File: src/acrb_defs.svh
// Constants of the converter configuration register bank.
// Assumes inclusion by bare name from the package and the bank module.
`ifndef ACRB_DEFS_SVH
`define ACRB_DEFS_SVH

// Register offsets
`define ACRB_OFS_CORE0_OFF_COARSE 8'h20
`define ACRB_OFS_CORE0_OFF_FINE   8'h21
`define ACRB_OFS_CORE0_GAIN_CRS   8'h22
`define ACRB_OFS_CORE0_GAIN_MED   8'h23
`define ACRB_OFS_CORE0_GAIN_FINE  8'h24
`define ACRB_OFS_POWER_DOWN_SEL   8'h25
`define ACRB_OFS_CORE1_OFF_COARSE 8'h26
`define ACRB_OFS_CORE1_OFF_FINE   8'h27
`define ACRB_OFS_CORE1_GAIN_CRS   8'h28
`define ACRB_OFS_CORE1_GAIN_MED   8'h29
`define ACRB_OFS_CORE1_GAIN_FINE  8'h2A
`define ACRB_OFS_CLOCK_ADVANCE    8'h71
`define ACRB_OFS_CLOCK_DIVIDER    8'h72
`define ACRB_OFS_FORMAT_PRIMARY   8'h73
`define ACRB_OFS_FORMAT_SECONDARY 8'h74
`define ACRB_OFS_CAL_DONE_FLAG    8'hB6
`define ACRB_OFS_TEST_SELECT      8'hC0
`define ACRB_OFS_USER_FIRST       8'hC1
`define ACRB_OFS_USER_LAST        8'hD0
`define ACRB_OFS_ADJUST_ENABLE    8'hFE

// Field positions
`define ACRB_FMT_PHY_MSB   7
`define ACRB_FMT_PHY_LSB   5
`define ACRB_FMT_CODE_MSB  2
`define ACRB_FMT_CODE_LSB  0
`define ACRB_FMTB_DLL_BIT  6
`define ACRB_FMTB_DDR_BIT  4
`define ACRB_TEST_MODE_MSB 7
`define ACRB_TEST_MODE_LSB 4
`define ACRB_TEST_DEPTH_MSB 2
`define ACRB_TEST_DEPTH_LSB 0

// Reset values
`define ACRB_RST_TRIM_ZERO 8'h00
`define ACRB_RST_TRIM_MID  8'h80
`define ACRB_RST_REG       8'h00

// Test pattern codes and words
`define ACRB_TST_OFF       4'h0
`define ACRB_TST_MID       4'h1
`define ACRB_TST_POS       4'h2
`define ACRB_TST_NEG       4'h3
`define ACRB_TST_RATE_A    4'h4
`define ACRB_TST_RATE_B    4'h7
`define ACRB_TST_USER      4'h8
`define ACRB_TST_RAMP      4'hA
`define ACRB_WORD_MID      16'h8000
`define ACRB_WORD_ONES     16'hFFFF
`define ACRB_WORD_ZERO     16'h0000
`define ACRB_WORD_ALT_A    16'hAAAA
`define ACRB_WORD_ALT_B    16'h5555

`endif

File: src/acrb_pkg.sv
// Types of the converter configuration register bank.
// Assumes acrb_defs.svh is on the include path.
`default_nettype none
`include "acrb_defs.svh"

package acrb_pkg;

   // Trim set of one converter core
   typedef struct packed {
      logic [7:0] off_coarse;
      logic [7:0] off_fine;
      logic [7:0] gain_coarse;
      logic [7:0] gain_medium;
      logic [7:0] gain_fine;
   } acrb_trim_t;

   // Power mode, one-hot apart from pin control
   typedef enum logic [2:0] {
      ACRB_PWR_PIN    = 3'h0,
      ACRB_PWR_NORMAL = 3'h1,
      ACRB_PWR_NAP    = 3'h2,
      ACRB_PWR_SLEEP  = 3'h4
   } acrb_pwr_t;

   // Sample clock divisor
   typedef enum logic [2:0] {
      ACRB_DIV_PIN = 3'h0,
      ACRB_DIV_1   = 3'h1,
      ACRB_DIV_2   = 3'h2,
      ACRB_DIV_4   = 3'h4
   } acrb_div_t;

   // Output format controls
   typedef struct packed {
      logic [2:0] phy;
      logic [2:0] coding;
      logic       dll_slow;
      logic       ddr;
   } acrb_fmt_t;

   // Register access request
   typedef struct packed {
      logic       wr;
      logic       rd;
      logic [7:0] addr;
      logic [7:0] wdata;
   } acrb_req_t;

endpackage

`default_nettype wire

File: src/acrb_bank.sv
// Configuration register bank of a two-core converter, sample clock domain.
// Assumes decoded byte accesses and a calibration engine with a done level.
//
// What this block does
// - Coarse gain bits summed as signed weights
// - Medium, fine codes: 0x80 means zero
// - Trims load self-calibration results after power-up
// - Trims but coarse gain reach converter only while enable set or at calibration done
// - Second core offsets use two's complement
// - Power field: pin, normal, nap, sleep
// - Register power per indexed core, pin global
// - Soft reset keeps power, divider, format A
// - Write 0 then 1 slips clock edge
// - Divider field: pin, one, two, four
// - Format A high field selects output drive
// - Format A low field selects sample coding
// - Format B bit 6 selects DLL range
// - Format B bit 4 enables double rate
// - Calibration flag reads 0 then 1
// - Only calibration flag readable while calibrating
// - Test field selects built-in patterns
// - User code plays pattern words to depth
// - Test selection reaches output after cycles
// - User word is low then high byte
`default_nettype none
`include "acrb_defs.svh"

module acrb_bank #(
   parameter int NUM_CORES  = 2,
   parameter int USER_BYTES = 16
) (
   // Clock and reset
   input  wire logic               CLK,
   input  wire logic               RSTN,
   input  wire logic               SOFT_RESET,
   // Register access
   input  wire acrb_pkg::acrb_req_t REQ,
   output var  logic [7:0]         RDATA,
   output var  logic               RVALID,
   // Calibration engine
   input  wire logic               CAL_DONE,
   input  wire acrb_pkg::acrb_trim_t CAL_TRIM [NUM_CORES],
   // Pins and core index
   input  wire logic [1:0]         TRI_LEVEL_POWER_PIN,
   input  wire logic [1:0]         DIVIDER_SELECT_PIN,
   input  wire logic [NUM_CORES-1:0] CORE_INDEX,
   // Converter controls
   output var  acrb_pkg::acrb_trim_t TRIM_APPLIED [NUM_CORES],
   output var  logic signed [2:0]  COARSE_STEPS [NUM_CORES],
   output var  acrb_pkg::acrb_pwr_t POWER_MODE [NUM_CORES],
   output var  acrb_pkg::acrb_div_t CLOCK_DIVISOR,
   output var  acrb_pkg::acrb_fmt_t FORMAT,
   output var  logic               CLOCK_SLIP,
   // Test pattern output
   output var  logic [15:0]        TEST_WORD,
   output var  logic               TEST_ACTIVE
);

   ////////////////////////////////////////////////////////////////////////////
   // Storage

   acrb_pkg::acrb_trim_t trim_r      [NUM_CORES];
   acrb_pkg::acrb_trim_t cal_saved_r [NUM_CORES];
   acrb_pkg::acrb_pwr_t  pwr_r       [NUM_CORES];
   acrb_pkg::acrb_div_t  div_r;
   logic [7:0]           fmt_a_r;
   logic [7:0]           fmt_b_r;
   logic [7:0]           slip_r;
   logic [7:0]           test_r;
   logic                 adj_en_r;
   logic                 cal_done_r;
   logic                 cal_prev_r;
   logic [7:0]           patt_r      [USER_BYTES];

   ////////////////////////////////////////////////////////////////////////////
   // Decode

   wire       wr        = REQ.wr;
   wire [7:0] addr      = REQ.addr;
   wire [7:0] wd        = REQ.wdata;
   wire       cal_rise  = CAL_DONE & ~cal_prev_r;
   wire       wr_pwr    = wr && addr == `ACRB_OFS_POWER_DOWN_SEL;
   wire       wr_div    = wr && addr == `ACRB_OFS_CLOCK_DIVIDER;
   wire       wr_fmt_a  = wr && addr == `ACRB_OFS_FORMAT_PRIMARY;
   wire       wr_fmt_b  = wr && addr == `ACRB_OFS_FORMAT_SECONDARY;
   wire       wr_slip   = wr && addr == `ACRB_OFS_CLOCK_ADVANCE;
   wire       wr_test   = wr && addr == `ACRB_OFS_TEST_SELECT;
   wire       wr_adj    = wr && addr == `ACRB_OFS_ADJUST_ENABLE;
   wire       wr_patt   = wr && addr >= `ACRB_OFS_USER_FIRST && addr <= `ACRB_OFS_USER_LAST;
   wire [7:0] patt_ofs  = addr - `ACRB_OFS_USER_FIRST;
   wire       pwr_legal = wd[2:0] == 3'h0 || wd[2:0] == 3'h1 || wd[2:0] == 3'h2 ||
                          wd[2:0] == 3'h4;
   wire       div_legal = pwr_legal;
   wire       slip_rise = wr_slip && wd[0] && !slip_r[0];

   // Per-core trim field selects; core n sits at base 0x20 + 6n
   logic [4:0] trim_sel [NUM_CORES];
   always_comb begin
      for (int c = 0; c < NUM_CORES; c++) begin
         for (int f = 0; f < 5; f++) begin
            trim_sel[c][4-f] = wr && addr == 8'(8'h20 + 8'(6 * c) + 8'(f));
         end
      end
   end

   ////////////////////////////////////////////////////////////////////////////
   // Calibration capture and trim registers

   always_ff @(posedge CLK or negedge RSTN) begin
      if (!RSTN) begin
         cal_done_r <= 1'b0;
         cal_prev_r <= 1'b0;
      end else begin
         cal_prev_r <= CAL_DONE;
         if (cal_rise) begin
            cal_done_r <= 1'b1;
         end
      end
   end

   always_ff @(posedge CLK or negedge RSTN) begin
      if (!RSTN) begin
         for (int c = 0; c < NUM_CORES; c++) begin
            trim_r[c]      <= '{`ACRB_RST_TRIM_ZERO, `ACRB_RST_TRIM_ZERO,
                                `ACRB_RST_TRIM_ZERO, `ACRB_RST_TRIM_MID, `ACRB_RST_TRIM_MID};
            cal_saved_r[c] <= '{`ACRB_RST_TRIM_ZERO, `ACRB_RST_TRIM_ZERO,
                                `ACRB_RST_TRIM_ZERO, `ACRB_RST_TRIM_MID, `ACRB_RST_TRIM_MID};
         end
      end else begin
         for (int c = 0; c < NUM_CORES; c++) begin
            if (cal_rise) begin
               trim_r[c]      <= CAL_TRIM[c];
               cal_saved_r[c] <= CAL_TRIM[c];
            end else if (SOFT_RESET) begin
               trim_r[c] <= cal_saved_r[c];
            end else begin
               if (trim_sel[c][4]) trim_r[c].off_coarse  <= wd;
               if (trim_sel[c][3]) trim_r[c].off_fine    <= wd;
               if (trim_sel[c][2]) trim_r[c].gain_coarse <= {4'h0, wd[3:0]};
               if (trim_sel[c][1]) trim_r[c].gain_medium <= wd;
               if (trim_sel[c][0]) trim_r[c].gain_fine   <= wd;
            end
         end
      end
   end

   ////////////////////////////////////////////////////////////////////////////
   // Control registers

   // Power, divider and format A survive a soft reset
   always_ff @(posedge CLK or negedge RSTN) begin
      if (!RSTN) begin
         for (int c = 0; c < NUM_CORES; c++) begin
            pwr_r[c] <= acrb_pkg::ACRB_PWR_PIN;
         end
         div_r   <= acrb_pkg::ACRB_DIV_PIN;
         fmt_a_r <= `ACRB_RST_REG;
      end else begin
         for (int c = 0; c < NUM_CORES; c++) begin
            if (wr_pwr && pwr_legal && CORE_INDEX[c]) begin
               pwr_r[c] <= acrb_pkg::acrb_pwr_t'(wd[2:0]);
            end
         end
         if (wr_div && div_legal) begin
            div_r <= acrb_pkg::acrb_div_t'(wd[2:0]);
         end
         if (wr_fmt_a) begin
            fmt_a_r <= wd;
         end
      end
   end

   always_ff @(posedge CLK or negedge RSTN) begin
      if (!RSTN) begin
         fmt_b_r  <= `ACRB_RST_REG;
         slip_r   <= `ACRB_RST_REG;
         test_r   <= `ACRB_RST_REG;
         adj_en_r <= 1'b0;
      end else if (SOFT_RESET) begin
         fmt_b_r  <= `ACRB_RST_REG;
         slip_r   <= `ACRB_RST_REG;
         test_r   <= `ACRB_RST_REG;
         adj_en_r <= 1'b0;
      end else begin
         if (wr_fmt_b) fmt_b_r <= wd;
         if (wr_slip)  slip_r  <= wd;
         if (wr_test)  test_r  <= wd;
         if (wr_adj)   adj_en_r <= wd[0];
      end
   end

   // Pattern bytes survive a soft reset
   always_ff @(posedge CLK or negedge RSTN) begin
      if (!RSTN) begin
         for (int i = 0; i < USER_BYTES; i++) begin
            patt_r[i] <= `ACRB_RST_REG;
         end
      end else if (wr_patt) begin
         patt_r[patt_ofs[3:0]] <= wd;
      end
   end

   ////////////////////////////////////////////////////////////////////////////
   // Read path

   logic [7:0] rd_mux;
   always_comb begin
      rd_mux = 8'h00;
      case (addr)
         `ACRB_OFS_CORE0_OFF_COARSE: rd_mux = trim_r[0].off_coarse;
         `ACRB_OFS_CORE0_OFF_FINE:   rd_mux = trim_r[0].off_fine;
         `ACRB_OFS_CORE0_GAIN_CRS:   rd_mux = trim_r[0].gain_coarse;
         `ACRB_OFS_CORE0_GAIN_MED:   rd_mux = trim_r[0].gain_medium;
         `ACRB_OFS_CORE0_GAIN_FINE:  rd_mux = trim_r[0].gain_fine;
         `ACRB_OFS_POWER_DOWN_SEL:   rd_mux = {5'h00, (CORE_INDEX[0] ? pwr_r[0] : pwr_r[1])};
         `ACRB_OFS_CORE1_OFF_COARSE: rd_mux = trim_r[1].off_coarse;
         `ACRB_OFS_CORE1_OFF_FINE:   rd_mux = trim_r[1].off_fine;
         `ACRB_OFS_CORE1_GAIN_CRS:   rd_mux = trim_r[1].gain_coarse;
         `ACRB_OFS_CORE1_GAIN_MED:   rd_mux = trim_r[1].gain_medium;
         `ACRB_OFS_CORE1_GAIN_FINE:  rd_mux = trim_r[1].gain_fine;
         `ACRB_OFS_CLOCK_ADVANCE:    rd_mux = slip_r;
         `ACRB_OFS_CLOCK_DIVIDER:    rd_mux = {5'h00, div_r};
         `ACRB_OFS_FORMAT_PRIMARY:   rd_mux = fmt_a_r;
         `ACRB_OFS_FORMAT_SECONDARY: rd_mux = fmt_b_r;
         `ACRB_OFS_TEST_SELECT:      rd_mux = test_r;
         `ACRB_OFS_ADJUST_ENABLE:    rd_mux = {7'h00, adj_en_r};
         default: begin
            if (addr >= `ACRB_OFS_USER_FIRST && addr <= `ACRB_OFS_USER_LAST) begin
               rd_mux = patt_r[patt_ofs[3:0]];
            end
         end
      endcase
   end

   // Only the flag reads before calibration ends
   wire       rd_is_flag = addr == `ACRB_OFS_CAL_DONE_FLAG;
   wire [7:0] rdata_nxt  = rd_is_flag ? {7'h00, cal_done_r} :
                           (cal_done_r ? rd_mux : 8'h00);

   always_ff @(posedge CLK or negedge RSTN) begin
      if (!RSTN) begin
         RDATA  <= 8'h00;
         RVALID <= 1'b0;
      end else begin
         RVALID <= REQ.rd;
         if (REQ.rd) RDATA <= rdata_nxt;
      end
   end

   ////////////////////////////////////////////////////////////////////////////
   // Converter controls

   // Pin decode: 00 normal, 01 nap, 10 sleep
   wire acrb_pkg::acrb_pwr_t pin_pwr =
      TRI_LEVEL_POWER_PIN == 2'h1 ? acrb_pkg::ACRB_PWR_NAP :
      TRI_LEVEL_POWER_PIN == 2'h2 ? acrb_pkg::ACRB_PWR_SLEEP : acrb_pkg::ACRB_PWR_NORMAL;
   wire acrb_pkg::acrb_div_t pin_div =
      DIVIDER_SELECT_PIN == 2'h1 ? acrb_pkg::ACRB_DIV_2 :
      DIVIDER_SELECT_PIN == 2'h2 ? acrb_pkg::ACRB_DIV_4 : acrb_pkg::ACRB_DIV_1;

   // Coarse sum in 1.4% units: +2, +1, -2, -1
   function automatic logic signed [2:0] coarse_sum(input logic [3:0] b);
      logic signed [3:0] s;
      s = 4'sh0;
      if (b[3]) s = s + 4'sh2;
      if (b[2]) s = s + 4'sh1;
      if (b[1]) s = s - 4'sh2;
      if (b[0]) s = s - 4'sh1;
      return s[2:0];
   endfunction

   always_ff @(posedge CLK or negedge RSTN) begin
      if (!RSTN) begin
         for (int c = 0; c < NUM_CORES; c++) begin
            TRIM_APPLIED[c] <= '{`ACRB_RST_TRIM_ZERO, `ACRB_RST_TRIM_ZERO,
                                 `ACRB_RST_TRIM_ZERO, `ACRB_RST_TRIM_MID, `ACRB_RST_TRIM_MID};
            COARSE_STEPS[c] <= 3'sh0;
            POWER_MODE[c]   <= acrb_pkg::ACRB_PWR_NORMAL;
         end
         CLOCK_DIVISOR <= acrb_pkg::ACRB_DIV_1;
         FORMAT        <= '0;
         CLOCK_SLIP    <= 1'b0;
      end else begin
         for (int c = 0; c < NUM_CORES; c++) begin
            TRIM_APPLIED[c].gain_coarse <= trim_r[c].gain_coarse;
            COARSE_STEPS[c] <= coarse_sum(trim_r[c].gain_coarse[3:0]);
            if (adj_en_r || cal_rise) begin
               TRIM_APPLIED[c].off_coarse  <= cal_rise ? CAL_TRIM[c].off_coarse
                                                       : trim_r[c].off_coarse;
               TRIM_APPLIED[c].off_fine    <= cal_rise ? CAL_TRIM[c].off_fine
                                                       : trim_r[c].off_fine;
               TRIM_APPLIED[c].gain_medium <= cal_rise ? CAL_TRIM[c].gain_medium
                                                       : trim_r[c].gain_medium;
               TRIM_APPLIED[c].gain_fine   <= cal_rise ? CAL_TRIM[c].gain_fine
                                                       : trim_r[c].gain_fine;
            end
            POWER_MODE[c] <= pwr_r[c] == acrb_pkg::ACRB_PWR_PIN ? pin_pwr : pwr_r[c];
         end
         CLOCK_DIVISOR <= div_r == acrb_pkg::ACRB_DIV_PIN ? pin_div : div_r;
         FORMAT.phy      <= fmt_a_r[`ACRB_FMT_PHY_MSB:`ACRB_FMT_PHY_LSB];
         FORMAT.coding   <= fmt_a_r[`ACRB_FMT_CODE_MSB:`ACRB_FMT_CODE_LSB];
         FORMAT.dll_slow <= fmt_b_r[`ACRB_FMTB_DLL_BIT];
         FORMAT.ddr      <= fmt_b_r[`ACRB_FMTB_DDR_BIT];
         CLOCK_SLIP      <= slip_rise;
      end
   end

   ////////////////////////////////////////////////////////////////////////////
   // Test pattern generator

   // Selection is retimed so a half-written selection never shows
   logic [7:0] test_meta_r;
   logic [7:0] test_sync_r;
   logic [15:0] ramp_r;
   logic        alt_r;
   logic [2:0]  uidx_r;

   wire [3:0] tmode = test_sync_r[`ACRB_TEST_MODE_MSB:`ACRB_TEST_MODE_LSB];
   wire [2:0] depth = test_sync_r[`ACRB_TEST_DEPTH_MSB:`ACRB_TEST_DEPTH_LSB];
   wire [3:0] ulo   = {uidx_r, 1'b0};
   wire [3:0] uhi   = {uidx_r, 1'b1};
   wire [15:0] user_word = {patt_r[uhi], patt_r[ulo]};
   wire [15:0] alt_word  = alt_r ? `ACRB_WORD_ALT_A : `ACRB_WORD_ALT_B;
   wire [15:0] rail_word = alt_r ? `ACRB_WORD_ONES : `ACRB_WORD_ZERO;

   logic [15:0] word_nxt;
   logic        active_nxt;
   always_comb begin
      word_nxt   = `ACRB_WORD_ZERO;
      active_nxt = 1'b1;
      case (tmode)
         `ACRB_TST_MID:    word_nxt = `ACRB_WORD_MID;
         `ACRB_TST_POS:    word_nxt = `ACRB_WORD_ONES;
         `ACRB_TST_NEG:    word_nxt = `ACRB_WORD_ZERO;
         `ACRB_TST_RAMP:   word_nxt = ramp_r;
         `ACRB_TST_RATE_A: word_nxt = FORMAT.ddr ? alt_word : rail_word;
         `ACRB_TST_RATE_B: word_nxt = FORMAT.ddr ? rail_word : alt_word;
         `ACRB_TST_USER:   word_nxt = user_word;
         default:          active_nxt = 1'b0;
      endcase
   end

   always_ff @(posedge CLK or negedge RSTN) begin
      if (!RSTN) begin
         test_meta_r <= 8'h00;
         test_sync_r <= 8'h00;
         ramp_r      <= 16'h0000;
         alt_r       <= 1'b0;
         uidx_r      <= 3'h0;
         TEST_WORD   <= 16'h0000;
         TEST_ACTIVE <= 1'b0;
      end else begin
         test_meta_r <= test_r;
         test_sync_r <= test_meta_r;
         ramp_r      <= tmode == `ACRB_TST_RAMP ? ramp_r + 16'h0001 : 16'h0000;
         alt_r       <= active_nxt ? ~alt_r : 1'b0;
         if (tmode != `ACRB_TST_USER || uidx_r == depth) begin
            uidx_r <= 3'h0;
         end else begin
            uidx_r <= uidx_r + 3'h1;
         end
         TEST_WORD   <= word_nxt;
         TEST_ACTIVE <= active_nxt;
      end
   end

endmodule

`default_nettype wire

File: config.mk
export PLATFORM = sky130hd
export DESIGN_NAME = acrb_bank
export DESIGN_NICKNAME = d
export VERILOG_FILES = /design/src/acrb_pkg.sv /design/src/acrb_bank.sv
export VERILOG_INCLUDE_DIRS = /design/src
export SDC_FILE = /design/constraint.sdc
export NUM_CORES = 1
export LEC_CHECK = 0
export BUFFER_PORTS_ARGS = -buffer_cell sky130_fd_sc_hd__buf_2
export CELL_PAD_IN_SITES_DETAIL_PLACEMENT = 0
export CELL_PAD_IN_SITES_GLOBAL_PLACEMENT = 1
export CORE_ASPECT_RATIO = 1.25
export CORE_UTILIZATION = 47
export CTS_CLUSTER_DIAMETER = 150
export CTS_CLUSTER_SIZE = 28
export DETAILED_ROUTE_END_ITERATION = 8
export HOLD_SLACK_MARGIN = 0.02
export PLACE_DENSITY = 0.88
export SLEW_MARGIN = 20
export SYNTH_ARGS = -nofsm -noshare
export SYNTH_HDL_FRONTEND = slang
export SYNTH_SLANG_ARGS = --single-unit
File: constraint.sdc
create_clock -name CLK -period 5.2 [get_ports CLK]
set_input_delay 0.78 -clock CLK [delete_from_list [all_inputs] [get_ports CLK]]
set_output_delay 0.78 -clock CLK [all_outputs]
set_load 0.01 [all_outputs]
; ---- After elaboration in Yosys (flattened, before gate mapping)
; Cells that the tools add are included.
[totals]
ff_bits = 498
inputBits = 108
out_inout_bits = 130
wordCells = 253
[classes]
add_sub_neg = 9
magnitude_cmp = 6
eq_ne = 34
n_mux = 71
bitwise = 6
n_reduce_logical = 52
[ops]
columns = cell, count
row1 = 8-bit 2-to-1 mux, 34
row2 = 40-bit 2-to-1 mux, 4
row3 = 8-bit case mux with 17 select lines, 1
row4 = 128-bit bitwise mux, 1
row5 = 8-bit binary-select mux with 4-bit select, 3
row6 = 16-bit case mux with 6 select lines, 1
row7 = "8-bit by 6-bit == test with 1-bit output, second input constant", 11
row8 = 16-bit 2-to-1 mux, 5
row9 = 3-bit 2-to-1 mux, 15
row10 = 8-bit demux with 4-bit select, 1
row11 = "8-bit by 7-bit == test with 1-bit output, second input constant", 4
row12 = 3-bit nonzero test, 10
row13 = 1-bit logical AND, 27
row14 = "8-bit == test, second input constant", 3
row15 = "16-bit by 1-bit adder with 16-bit output, second input constant", 1
row16 = "5-bit greater-or-equal comparator, second input constant", 3
row17 = 4-bit inverter with 5-bit output, 3
row18 = 3-bit logical NOT, 4
row19 = "4-bit by 2-bit == test with 1-bit output, second input constant", 2
row20 = "4-bit by 3-bit == test with 1-bit output, second input constant", 2
row21 = "4-bit == test, second input constant", 2
row22 = "8-bit greater-or-equal comparator, second input constant", 1
row23 = "8-bit less-or-equal comparator, second input constant", 1
row24 = 2-bit nonzero test, 4
row25 = 21 further kinds, 35

; ---- Depth between registers and ports, before layout
[depth]
word_depth = 9
depth_mapped = 13
mapped_depth_nobuf = 8

; ---- Worst setup path after synthesis
; OpenSTA, ideal clock, no wires.
[synth_path]
path_type = in2reg
start = input REQ[8] in the netlist's numbering
end = register RDATA[3]
setup_ns = 0.126
arrival_time_ns = 3.483
t_required_ns = 5.074
setup_slack_ns = 1.591
path_stages = 10
n_path_buf = 4
path_cell_list = buf_2 buf_1 inv_1 ha_1 buf_2 buf_1 mux4_2 o32ai_1 a21oi_1 a221o_1
[synth_between]
elab_chain_cells = 9
elab_cells_between_ends = 30
classes_between = add/sub: 1 / order compare: 2 / eq/ne: 18 / mux: 7 / bitwise: 1 / reduce/logical: 1
[synth_lines]
columns = element, line
row1 = "start, declared", acrb_bank.sv:37  ; input wire acrb_pkg::acrb_req_t REQ,
row2 = 4-bit by 1-bit subtractor with 4-bit output (no source line), -
row3 = 4-bit inverter with 5-bit output (not written as such), acrb_bank.sv:229  ; rd_mux = patt_r[patt_ofs[3:0]];
row4 = 8-bit binary-select mux with 4-bit select, acrb_bank.sv:229
row5 = 8-bit 2-to-1 mux (not written as such) (2 in series), acrb_bank.sv:229
row6 = 8-bit 2-to-1 mux, acrb_bank.sv:228  ; if (addr >= `ACRB_OFS_USER_FIRST && addr <= `ACRB_OFS_USER_LAST) begin
row7 = 8-bit case mux with 17 select lines, acrb_bank.sv:209  ; case (addr)
row8 = 8-bit 2-to-1 mux, acrb_bank.sv:238  ; (cal_done_r ? rd_mux : 8'h00);
row9 = 8-bit 2-to-1 mux (*), acrb_bank.sv:237  ; wire [7:0] rdata_nxt = rd_is_flag ? {7'h00, cal_done_r} :
row10 = "end signal, assigned", acrb_bank.sv:246  ; if (REQ.rd) RDATA <= rdata_nxt;
row11 = "end, declared", acrb_bank.sv:38  ; output var logic [7:0] RDATA,
; Mark *: on every way between the ends. The rest lies on a longest branch, timed or not. The select of a mux whose other input is x is not followed.
; A chain may end at the register's enable or synchronous reset.

; ---- Worst setup path in the final report
[layout_path]
start = input REQ[8] in the netlist's numbering
end = register patt_r[97] in the netlist's numbering
[layout_between]
elab_chain_cells = 7
elab_cells_between_ends = 12
classes_between = add/sub: 1 / order compare: 4 / mux: 3 / bitwise: 1 / reduce/logical: 3
[layout_lines]
columns = element, line
row1 = 4-bit by 1-bit subtractor with 4-bit output (no source line), -
row2 = 4-bit inverter with 5-bit output (not written as such), acrb_bank.sv:199  ; patt_r[patt_ofs[3:0]] <= wd;
row3 = 5-bit greater-or-equal comparator (not written as such) / 5-bit by 1-bit < comparator with 1-bit output (equally long branches), acrb_bank.sv:199
row4 = 1-bit logical AND (not written as such), acrb_bank.sv:199
row5 = 8-bit 2-to-1 mux (not written as such), acrb_bank.sv:199
row6 = 8-bit demux with 4-bit select, acrb_bank.sv:199
row7 = 128-bit bitwise mux, acrb_bank.sv:199
row8 = "end signal, assigned by index", acrb_bank.sv:196  ; patt_r[i] <= `ACRB_RST_REG;
row9 = "end signal, assigned by index", acrb_bank.sv:199
row10 = "end, declared", acrb_bank.sv:73  ; logic [7:0] patt_r [USER_BYTES];
; Several ways; a longest one is shown, not always the timed one.

==> reports/metrics.cfg <==
[run_status]
run_status=completed

[cts]
htreeDepth=1
numCtsBuffers=21
cts_root_buffer=clkbuf_16
ctsHoldBuffers=0
post-cts-setup-buffers=0
clk_pin_slew_ns=0.12
cts_tree=yes
postCtsResizedCells=0
insertion_delay_ns=0.58
cts.path.max_buffers=3
cts.sink_count=496

[power]
power.density_mw_per_mm2=297.8
p_leak_nw=11.93
vdd_drop_max_mv=0.2209
total_power_mw=7.574

[synthesis]
yosysMostFrequentCell=dfrtp_1
ys_seq_elements=496
synth.distinct_cells=78
yosysSeqAreaShare=0.5376
yosys.area.top_type=dfrtp_1
syn_inst=2042
avgSynthCellArea_sq_um=11.32
synth.area.top_cells=dfrtp_1, mux2_2, mux4_2, nand2_1, mux2i_1
synthTopCellsByCount=dfrtp_1, nand2_1, mux2_2
synth_warnings=0
netlist_area_sq_mm=0.02312
syn_nets=2165
synth.top_cell.area_share=0.5206
synth-edff-count=0
ys_async_sr_fraction=1.000
ys.flop_type=dfrtp_1

[sta]
slew_headroom=0.2519
finClkSkew_ns=0.02475
setup_viol=0
max_freq_ghz=0.3255
worst_pin_slew_ns=1.117
layout_min_cycle_time_ns=3.072
hold_viol_final=0
tns_ns=0
rsz0062_at_grt=no
finalMaxSlewViolations=0
period_share=0.5908

[final_layout]
final_util=0.5252
stdcell_count=2845
fin_nets=2315
syn_to_final_growth_pct=9.990
fillCellCount=4293
multi_input_area_sq_mm=0.01003
layout.area.seq_sq_mm=0.01244
drive_gt1_frac=0.2532

[critical_path]
critical_path_class=input port to flop
crit_path_max_incr_delay_ns=0.60
crit_required_ns=5.67
crit_path_end_kind=flop
crit_path_cell_trace=buf_2 -> inv_1 -> ha_1 -> inv_1 -> o21ai_0 -> and3_1 -> nand3_1 -> nor2_2 -> mux2_2
r2r_cells=5
slowest_stage=nor2_2
crit_arrival_ns=3.54
cp_common_cell=inv_1
critPathLaunchType=input port
path_max_fanout=10

[floorplan]
start_util=0.4775
core_area_sq_mm=0.04842
dieArea_sq_mm=0.05009
rows=90
ios=238
die_w_microns=200.4
die_h_microns=250.0

[grt]
grt_pass1_vias=17090
grt_max_degree=144
grt_pass1_wl_mm=107.3
grt_util_all_layers=0.2817
overflow=0
antenna_found_initial=2

[detailed_routing]
num_vias=17490
viasPerCell=6.148
ant_nets=0
drt-wirelength-per-cell_microns=24.85
totalWireLength_mm=70.71
first_pass_iters=5
drt_first_iter_violations=1617
drc=0

[placement]
gp_congestion=0.9833
portBuffers=237
hpwlAfterDp_mm=48.99
dp_cells=2813

[worst_hold_path]
holdCritPathClass=input port to asynchronous set/reset pin

[job]
drv_cap=0

## state kept, by name, summed over array words and instances (netlist names), 3 cells and up
name	flops
test_meta_r	7
RDATA	8
cal_saved_r	80
fmt_a_r	8
pwr_r	6
COARSE_STEPS	6
POWER_MODE	6
CLOCK_DIVISOR	3
TEST_WORD	16
uidx_r	3
FORMAT	8
patt_r	128
ramp_r	16
div_r	3
trim_r	80
TRIM_APPLIED	80
test_r	8
slip_r	8
fmt_b_r	8
test_sync_r	7
## power breakdown
| group | leakage (nW) | internal [mW] | switching [mW] |
|---|---|---|---|
| combinational | 5.32 | 0.439 | 0.652 |
| clock | 0.274 | 0.763 | 1.23 |
| sequential | 6.33 | 4.19 | 0.297 |
| total | 11.9 | 5.39 | 2.18 |
## critical path: cells and delay by family
family | cells | cell delay (ns)
and+or+nand+nor | 3 | 1.25
adders and majority gates | 1 | 0.45
AOI/OAI and AO/OA | 1 | 0.17
muxes | 1 | 0.40
buffers and inverters | 3 | 0.47
## worst paths after layout
path                                   to  slack, ns            from
setup / recovery               patt_r[97]       2.13          REQ[8]
hold / removal              POWER_MODE[4]       0.20            RSTN
setup reg to reg                trim_r[8]       2.22      cal_prev_r
hold reg to reg            test_sync_r[6]       0.36  test_meta_r[6]
max in group asynchronous       ramp_r[8]       3.65            RSTN
min in group CLK           test_sync_r[6]       0.36  test_meta_r[6]
## cell usage in the layout (no fill, tap or decap), types with 6 or more instances in the layout
cell / instances
nor2b_1: 6
xnor2_1: 7
mux2_2: 145
a22oi_1: 25
a21o_1: 62
nand2b_1: 6
clkbuf_1: 9
clkbuf_16: 21
dfrtp_1: 478
a211oi_1: 57
nand3_1: 28
mux4_2: 69
a22o_1: 14
and3_1: 10
mux2i_1: 106
nor3_1: 11
ha_1: 13
o211ai_1: 13
o21ai_0: 55
nor2_1: 132
a21oi_1: 101
nand2_1: 369
xor2_1: 12
buf_2: 236
nand4_1: 8
nor2_2: 7
inv_1: 23
o31ai_1: 11
a31oi_1: 12
dfstp_2: 15
buf_4: 33
## layer usage
layer  track usage  routed length, microns  share of wire  up-vias
met1        0.3738                   27900           0.39     8952
li1              -                       -              -     7549
met3       0.03630                    4814          0.068      163
met4        0.1256                    3487          0.049        2
met5             0                      19        0.00027        -
met2        0.4636                   34490           0.49      824
## cell families after synthesis
family | count (synthesis) | share of synthesized area
compound gates | 406 | 0.1182
buf+inv | 169 | 0.03009
mux | 320 | 0.1837
flops | 496 | 0.5376
simple gates | 616 | 0.1140
fa+ha+maj | 16 | 0.009200
xor+xnor | 19 | 0.007197
## through the flow
stage	instance area, sq um	hold WS [ns]	setup slack (ns)
after floorplan	23120	0.3312	1.591
after global placement	24860	0.3363	1.617
after detailed placement	24860	0.3395	1.568
after CTS	25420	0.2847	2.172
after global routing	25430	0.2900	1.959
final	25430	0.2018	2.128
## cell type report
type                            instances  area share
Sequential cell                       496      0.4891
Multi-Input combinational cell       1377      0.3943
Inverter                               23    0.003395
Timing Repair Buffer                  273     0.05914
Clock inverter                          1   0.0003444
Tap cell                              644     0.03169
Antenna cell                            1  0.00009840
Clock buffer                           30     0.02199
(Power assumes the default switching activity.)
